==> src/logic/sysreg_params.svh <==
`ifndef SYSREG_PARAMS_SVH
`define SYSREG_PARAMS_SVH
// ==========================================================
// Register numbers
`define SR_IRQ_RETURN_PC           5'h00
`define SR_IRQ_SAVED_STATUS        5'h01
`define SR_NMI_RETURN_PC           5'h02
`define SR_NMI_SAVED_STATUS        5'h03
`define SR_INTERRUPT_SOURCE_CODE   5'h04
`define SR_PROGRAM_STATUS_WORD     5'h05
`define SR_TABLE_CALL_RETURN_PC    5'h10
`define SR_TABLE_CALL_SAVED_STATUS 5'h11
`define SR_TRAP_RETURN_PC          5'h12
`define SR_TRAP_SAVED_STATUS       5'h13
`define SR_TABLE_CALL_BASE         5'h14
// ==========================================================
// Reset values and table size
`define SR_RESET_VALUE             32'h00000000
`define SR_COUNT                   32
`endif

==> src/logic/sysreg_pkg.sv <==
package sysreg_pkg;
    // Move request from the pipeline
    typedef struct packed {
        logic        valid;
        logic        is_load;   // 1: load into system reg, 0: store out
        logic [4:0]  num;
        logic [31:0] wdata;
    } sr_req_t;
    // Answer of a move
    typedef struct packed {
        logic        done;
        logic        denied;
        logic [31:0] rdata;
    } sr_rsp_t;
    // Hardware save events
    typedef enum logic [2:0] {
        EV_NONE, EV_IRQ, EV_NMI, EV_TABLE_CALL, EV_TRAP
    } sr_event_t;
    typedef enum logic [1:0] {
        ACC_NONE, ACC_RO, ACC_RW
    } sr_access_t;
endpackage : sysreg_pkg

==> src/logic/sysreg_file.sv <==
`timescale 1ns/1ps
`include "sysreg_params.svh"
// Summary of operation
// RQ1: A load move writes the whole general register word into the numbered system register.
// RQ2: A store move returns the numbered system register word to a general register.
// RQ3: Numbers 6-15 and 21-31 are reserved and refused for both load and store.
// RQ4: Number 4 holds the interrupt source code, readable by store, never written by load.
// RQ5: Numbers 0 and 1 save PC and status on a maskable interrupt and are read/write.
// RQ6: Numbers 2 and 3 save PC and status on a non-maskable interrupt and are read/write.
// RQ7: Number 5 is the status word and may be loaded and stored.
// RQ8: Numbers 16 and 17 save PC and status on a table call, only on enhanced cores.
// RQ9: Numbers 18 and 19 save PC and status on an exception or debug trap, read/write.
// RQ10: Number 20 holds the table-call base address, loadable and storable; the code refuses both moves to it on cores built with ENHANCED off.
// RQ11: Every implemented system register is 32 bits wide.
module sysreg_file #(
    parameter int          WIDTH    = 32,                                        // [RQ11]
    parameter bit          ENHANCED = 1'b1
) (
    input  wire logic                  i_clk_sys,
    input  wire logic                  i_nrst,
    input  sysreg_pkg::sr_req_t        i_req,
    input  sysreg_pkg::sr_event_t      i_event,
    input  wire logic [WIDTH-1:0]      i_event_pc,
    input  wire logic [WIDTH-1:0]      i_event_cause,
    input  wire logic [WIDTH-1:0]      i_psw_update,
    input  wire logic                  i_psw_update_en,
    output sysreg_pkg::sr_rsp_t        o_rsp,
    output logic [WIDTH-1:0]           o_psw,
    output logic [WIDTH-1:0]           o_table_call_base
);
    import sysreg_pkg::*;

    // ==========================================================
    // Storage
    logic [WIDTH-1:0] regs_q [`SR_COUNT];
    sr_access_t       acc;
    logic             wr_ok;
    logic             rd_ok;
    logic [4:0]       save_pc_num;
    logic [4:0]       save_st_num;
    logic             save_en;

    sysreg_access u_access (
        .i_num      (i_req.num),
        .i_enhanced (ENHANCED),
        .o_access   (acc)
    );

    // Permission checks for the two moves
    assign wr_ok = i_req.valid && i_req.is_load && (acc == ACC_RW);           // [RQ3] [RQ4]
    assign rd_ok = i_req.valid && !i_req.is_load && (acc != ACC_NONE);        // [RQ3]

    // ==========================================================
    // Save targets for hardware events
    always_comb begin
        save_en     = 1'b1;
        save_pc_num = `SR_IRQ_RETURN_PC;
        save_st_num = `SR_IRQ_SAVED_STATUS;
        case (i_event)
            EV_IRQ: begin                                                      // [RQ5]
                save_pc_num = `SR_IRQ_RETURN_PC;
                save_st_num = `SR_IRQ_SAVED_STATUS;
            end
            EV_NMI: begin                                                      // [RQ6]
                save_pc_num = `SR_NMI_RETURN_PC;
                save_st_num = `SR_NMI_SAVED_STATUS;
            end
            EV_TABLE_CALL: begin                                               // [RQ8]
                save_en     = ENHANCED;
                save_pc_num = `SR_TABLE_CALL_RETURN_PC;
                save_st_num = `SR_TABLE_CALL_SAVED_STATUS;
            end
            EV_TRAP: begin                                                     // [RQ9]
                save_pc_num = `SR_TRAP_RETURN_PC;
                save_st_num = `SR_TRAP_SAVED_STATUS;
            end
            default: save_en = 1'b0;
        endcase
    end

    // ==========================================================
    // Register writes; hardware saves win over a software load
    // to the same number, as the event must not be lost
    genvar g;
    generate
        for (g = 0; g < `SR_COUNT; g++) begin : g_reg
            always_ff @(posedge i_clk_sys or negedge i_nrst) begin
                if (!i_nrst) begin
                    regs_q[g] <= `SR_RESET_VALUE;
                end else if (save_en && save_pc_num == 5'(g)) begin
                    regs_q[g] <= i_event_pc;
                end else if (save_en && save_st_num == 5'(g)) begin
                    regs_q[g] <= regs_q[`SR_PROGRAM_STATUS_WORD];
                end else if (i_event != EV_NONE
                             && 5'(g) == `SR_INTERRUPT_SOURCE_CODE) begin
                    regs_q[g] <= i_event_cause;                                // [RQ4]
                end else if (i_psw_update_en && 5'(g) == `SR_PROGRAM_STATUS_WORD) begin
                    regs_q[g] <= i_psw_update;
                end else if (wr_ok && i_req.num == 5'(g)) begin
                    regs_q[g] <= i_req.wdata;                                  // [RQ1] [RQ7] [RQ10]
                end
            end
        end
    endgenerate

    // ==========================================================
    // Move answer, one cycle after the request
    always_ff @(posedge i_clk_sys or negedge i_nrst) begin
        if (!i_nrst) begin
            o_rsp <= '0;
        end else begin
            o_rsp.done   <= i_req.valid;
            o_rsp.denied <= i_req.valid && !(wr_ok || rd_ok);
            o_rsp.rdata  <= rd_ok ? regs_q[i_req.num] : '0;                    // [RQ2]
        end
    end

    // Live copies for the pipeline
    always_ff @(posedge i_clk_sys or negedge i_nrst) begin
        if (!i_nrst) begin
            o_psw             <= `SR_RESET_VALUE;
            o_table_call_base <= `SR_RESET_VALUE;
        end else begin
            o_psw             <= regs_q[`SR_PROGRAM_STATUS_WORD];              // [RQ7]
            o_table_call_base <= regs_q[`SR_TABLE_CALL_BASE];                  // [RQ10]
        end
    end
endmodule : sysreg_file

==> src/logic/sysreg_access.sv <==
`timescale 1ns/1ps
`include "sysreg_params.svh"
// ==========================================================
// Permission decode per register number
module sysreg_access (
    input  wire logic [4:0]            i_num,
    input  wire logic                  i_enhanced,
    output sysreg_pkg::sr_access_t     o_access
);
    import sysreg_pkg::*;
    // Reserved and absent numbers give no access
    always_comb begin
        case (i_num)
            `SR_IRQ_RETURN_PC, `SR_IRQ_SAVED_STATUS,
            `SR_NMI_RETURN_PC, `SR_NMI_SAVED_STATUS,
            `SR_PROGRAM_STATUS_WORD:      o_access = ACC_RW;
            `SR_INTERRUPT_SOURCE_CODE:    o_access = ACC_RO;                   // [RQ4]
            `SR_TABLE_CALL_RETURN_PC, `SR_TABLE_CALL_SAVED_STATUS,
            `SR_TABLE_CALL_BASE:          o_access = i_enhanced ? ACC_RW : ACC_NONE; // [RQ8]
            `SR_TRAP_RETURN_PC, `SR_TRAP_SAVED_STATUS: o_access = ACC_RW;       // [RQ9]
            default:                      o_access = ACC_NONE;                 // [RQ3]
        endcase
    end
endmodule : sysreg_access

==> config.mk <==
export PLATFORM = sky130hd
export DESIGN_NAME = sysreg_file
export DESIGN_NICKNAME = d
export VERILOG_FILES = /design/src/logic/sysreg_pkg.sv /design/src/logic/sysreg_file.sv /design/src/logic/sysreg_access.sv
export VERILOG_INCLUDE_DIRS = /design/src /design/src/logic
export SDC_FILE = /design/constraint.sdc
export NUM_CORES = 2
export LEC_CHECK = 0
export BUFFER_PORTS_ARGS = -buffer_cell sky130_fd_sc_hd__buf_2
export CORE_MARGIN = 4
export CORE_UTILIZATION = 25
export CTS_BUF_LIST = sky130_fd_sc_hd__clkbuf_16
export DETAILED_ROUTE_END_ITERATION = 10
export HOLD_SLACK_MARGIN = 0.06
export SETUP_SLACK_MARGIN = 0.3
export SLEW_MARGIN = 10
export SYNTH_ARGS = -nofsm -noshare
export SYNTH_HDL_FRONTEND = slang
export SYNTH_SLANG_ARGS = --single-unit
export TNS_END_PERCENT = 20
==> constraint.sdc <==
create_clock -name i_clk_sys -period 2.2 [get_ports i_clk_sys]
set_clock_uncertainty 0.2 [all_clocks]
set_input_delay 0.33 -clock i_clk_sys [delete_from_list [all_inputs] [get_ports i_clk_sys]]
set_output_delay 0.33 -clock i_clk_sys [all_outputs]
set_load 0.02 [all_outputs]
==> results.sh <==
export IMPL_outcome="completed"
export IMPL_synth_most_common_cell="dfrtp_1"
export IMPL_syn_nets=2173
export IMPL_rrSetupSlack_ps=370
export IMPL_wl_met2_um=34400
export IMPL_routabilityCongestion=0.7734
export IMPL_sw_frac_of_total_pct=26.87
export IMPL_die_x_um=316.2
export IMPL_path_max_fanout=5
export IMPL_antenna_left=0
export IMPL_area_growth_pct=30.29
export IMPL_seq_power_share_pct=45.7
export IMPL_design_area_um2=30930
export IMPL_syn_area_um2=23740
export IMPL_drc=0
export IMPL_hold_start="i_event[2]"
export IMPL_relSlewSlack_pct=59.94
export IMPL_p_int_mw=18.63
export IMPL_first_global_vias=17650
export IMPL_vias=16930
export IMPL_power_static_leakage_nw=14.94
export IMPL_whs_ps=151.2
export IMPL_h_tree_depth=3
export IMPL_crit_slowest_cell="dlygate4sd3_1"
export IMPL_post_route_min_period_ps=1833
export IMPL_yosys_area_top_type="dfrtp_1"
export IMPL_tritoncts="built"
export IMPL_synth_xor_area_share_pct=0
export IMPL_dr_first_iter_drc_count=1121
export IMPL_hold_viol=0
export IMPL_rr_worst_depth=4
export IMPL_wl_met1_um=34990
export IMPL_nFillCells=9361
export IMPL_switchingPower_mw=6.846
export IMPL_routed_wirelength_um=75970
export IMPL_stdcell_count=3681
export IMPL_cts_sinks=530
export IMPL_numCtsBuffers=66
export IMPL_hp_class="primary input to flop"
export IMPL_drv_slew=0
export IMPL_cp_data_required_time_ps=2540
export IMPL_cp_top_family="buffers and inverters"
export IMPL_vias_per_cell=4.599
export IMPL_cp_start_kind="primary input"
export IMPL_dp_cells=3409
export IMPL_synth_top_family_by_area="multiplexers"
export IMPL_drive_gt1_share_pct=26.62
export IMPL_start_util_pct=25.33
export IMPL_synthAdderAreaFrac_pct=0
export IMPL_wl_per_cell_um=20.64
export IMPL_synth_simple_area_share_pct=7.320
export IMPL_worst_setup_path_end_kind="flop"
export IMPL_synth_async_reset_ratio_pct=100.0
export IMPL_first_pass_iters=6
export IMPL_rsz0062_at_grt="true"
export IMPL_fp_row_count=112
export IMPL_nets=2516
export IMPL_synth_area_top_cells="dfrtp_1 (56%), mux2i_1 (14%), mux4_2 (7.2%)"
export IMPL_finalSetupViolations=0
export IMPL_cts_clk_slew_worst_paths_ps=60
export IMPL_finalPower_mw=25.48
export IMPL_crit_buf_inv=4
export IMPL_synth_top_area_share_pct=55.86
export IMPL_maxCapViolCount=0
export IMPL_synth_compound_area_share_pct=7.931
export IMPL_r2r_start="regs_q[355]"
export IMPL_ys_seq_area_share_pct=55.86
export IMPL_fp_dieH_um=316.2
export IMPL_p_clk_share_pct=40.7
export IMPL_grt_pass1_wl_um=114600
export IMPL_routed_wl_met3_um=4665
export IMPL_yosysWarnings=0
export IMPL_min_to="regs_q[879]"
export IMPL_tightest_slew_ps=601.0
export IMPL_fin_crit_sh_pct=83.32
export IMPL_cpPeakStageDelay_ps=600
export IMPL_cts_buffer_depth=3
export IMPL_powerDensity_nw_per_um2=823.7
export IMPL_synth_seq_cells=530
export IMPL_ir_drop_mv=0.4471
export IMPL_synthFlopType="dfrtp_1"
export IMPL_numPortBuffers=238
export IMPL_antenna_found_initial=6
export IMPL_worstHoldPathCells=4
export IMPL_worst_r2r_endpoint="o_rsp[3]"
export IMPL_path_common_cell="dlygate4sd3_1"
export IMPL_dp_hpwl_um=50280
export IMPL_clkLatencyLatePin_ps=590
export IMPL_grt_ovfl_total=0
export IMPL_grt_use_total_pct=15.08
export IMPL_synth_top_cells_by_count="dfrtp_1 (530), mux2i_1 (330), nand2_1 (317), o21ai_0 (221), clkbuf_1 (199)"
export IMPL_max_freq_mhz=545.5
export IMPL_tns_ps=0
export IMPL_ys_types=39
export IMPL_syn_area_per_cell_um2=11.68
export IMPL_arrival_ps=2170
export IMPL_placed_area_um2=27340
export IMPL_coreArea_um2=93750
export IMPL_fp_dieArea_um2=99970
export IMPL_dr_max_layer_used="met5"
export IMPL_synth_cells=2032
export IMPL_comb_power_share_pct=13.6
export IMPL_ioPinCount=239
export IMPL_cts_root_buf="clkbuf_16"
export IMPL_crit_chain="buf_2, dlygate4sd3_1, nor3b_4, clkbuf_16, nand2_1, dlygate4sd3_1, o21ai_1"
export IMPL_grt_max_degree=129
export IMPL_synth_edf_count=0
export IMPL_synth_mux_area_share_pct=24.54
export IMPL_crit_type="primary input to flop"
## how the worst max path moves through the flow
stage,from,to,slack (ps),cells after the start
2_1_floorplan,i_req[36],regs_q[1010],20,8
3_3_place_gp,i_req[33],regs_q[965],-160,7
3_5_place_dp,i_req[33],regs_q[983],-180,7
4_1_cts,i_event[2],regs_q[1012],340,7
5_1_grt,regs_q[835],o_rsp[3],270,5
6_report,i_event[1],regs_q[1012],370,7
## flip-flops by register name, indices dropped and copies added, names as in the netlist
signal,count
o_psw,32
o_rsp,34
o_table_call_base,32
regs_q,432
## metal layers
layer	global-route usage, %	vias up
li1	-	7792
met1	21.27	8554
met2	23.33	470
met3	3.366	108
met4	4.363	6
met5	0	-
## layout by cell type (no fill, tap or decap), types with 7 or more instances in the layout
| cell type | instances |
|---|---|
| nor2_1 | 65 |
| buf_2 | 234 |
| a221oi_1 | 27 |
| o21ai_0 | 221 |
| clkinv_2 | 9 |
| a21oi_1 | 33 |
| buf_4 | 91 |
| mux2i_1 | 330 |
| dlygate4sd3_1 | 144 |
| clkbuf_16 | 69 |
| inv_1 | 7 |
| dfrtp_1 | 530 |
| buf_12 | 54 |
| nand2_1 | 314 |
| clkinv_1 | 17 |
| nand3_1 | 7 |
| mux2_2 | 72 |
| nor3_1 | 9 |
| o21ai_1 | 35 |
| mux4_2 | 76 |
## layout make-up
type                            instances  area (µm²)  area share, %
Multi-Input combinational cell       1249        9585          30.99
Timing Repair Buffer                  528        4454          14.40
Clock buffer                           68        1702          5.501
Antenna cell                            4       10.01        0.03236
Clock inverter                         48       350.3          1.133
Sequential cell                       530       13260          42.88
Tap cell                             1254        1569          5.072
## kinds of logic (layout without fill, tap and decap cells)
kind of cell / Yosys count / in the layout
buffers and inverters: 253 / 644
other: 0 / 4
AO/OA/AOI/OAI: 340 / 340
multiplexers: 478 / 478
AND/OR/NAND/NOR: 431 / 431
flip-flops: 530 / 530
## power groups by stage
stage                     Combinational, mW  Clock, mW  Sequential [mW]
after global routing                   3.84       11.1             11.8
final                                  3.46       10.4             11.7
after global placement                 3.18          0             11.8
after floorplan                        1.87          0             11.7
after CTS                              3.48       10.7             11.7
after detailed placement               3.26          0             11.8
## tightest hold or removal path, stage by stage
cell and delay, ps:
buf_2 130, nor3_2 70, buf_12 160, mux2_2 230
## what timing repair did
action | in CTS | in global routing
setup buffers | 0 | 5
hold buffers | 145 | 0
hold endpoints to repair | 884 | 0
endpoints found under the setup margin | 0 | 2
gates resized for setup | 0 | 2
## per-stage QoR
| stage | util (%) | setup WS (ps) |
|---|---|---|
| 3_5_place_dp | 29.16 | -182.6 |
| 4_1_cts | 32.91 | 335.7 |
| 5_1_grt | 32.99 | 269.1 |
| 2_1_floorplan | - | 23.49 |
| 6_report | 33.00 | 367.0 |
| 3_3_place_gp | 29.16 | -163.0 |
Power figures use the tool's default switching activity.
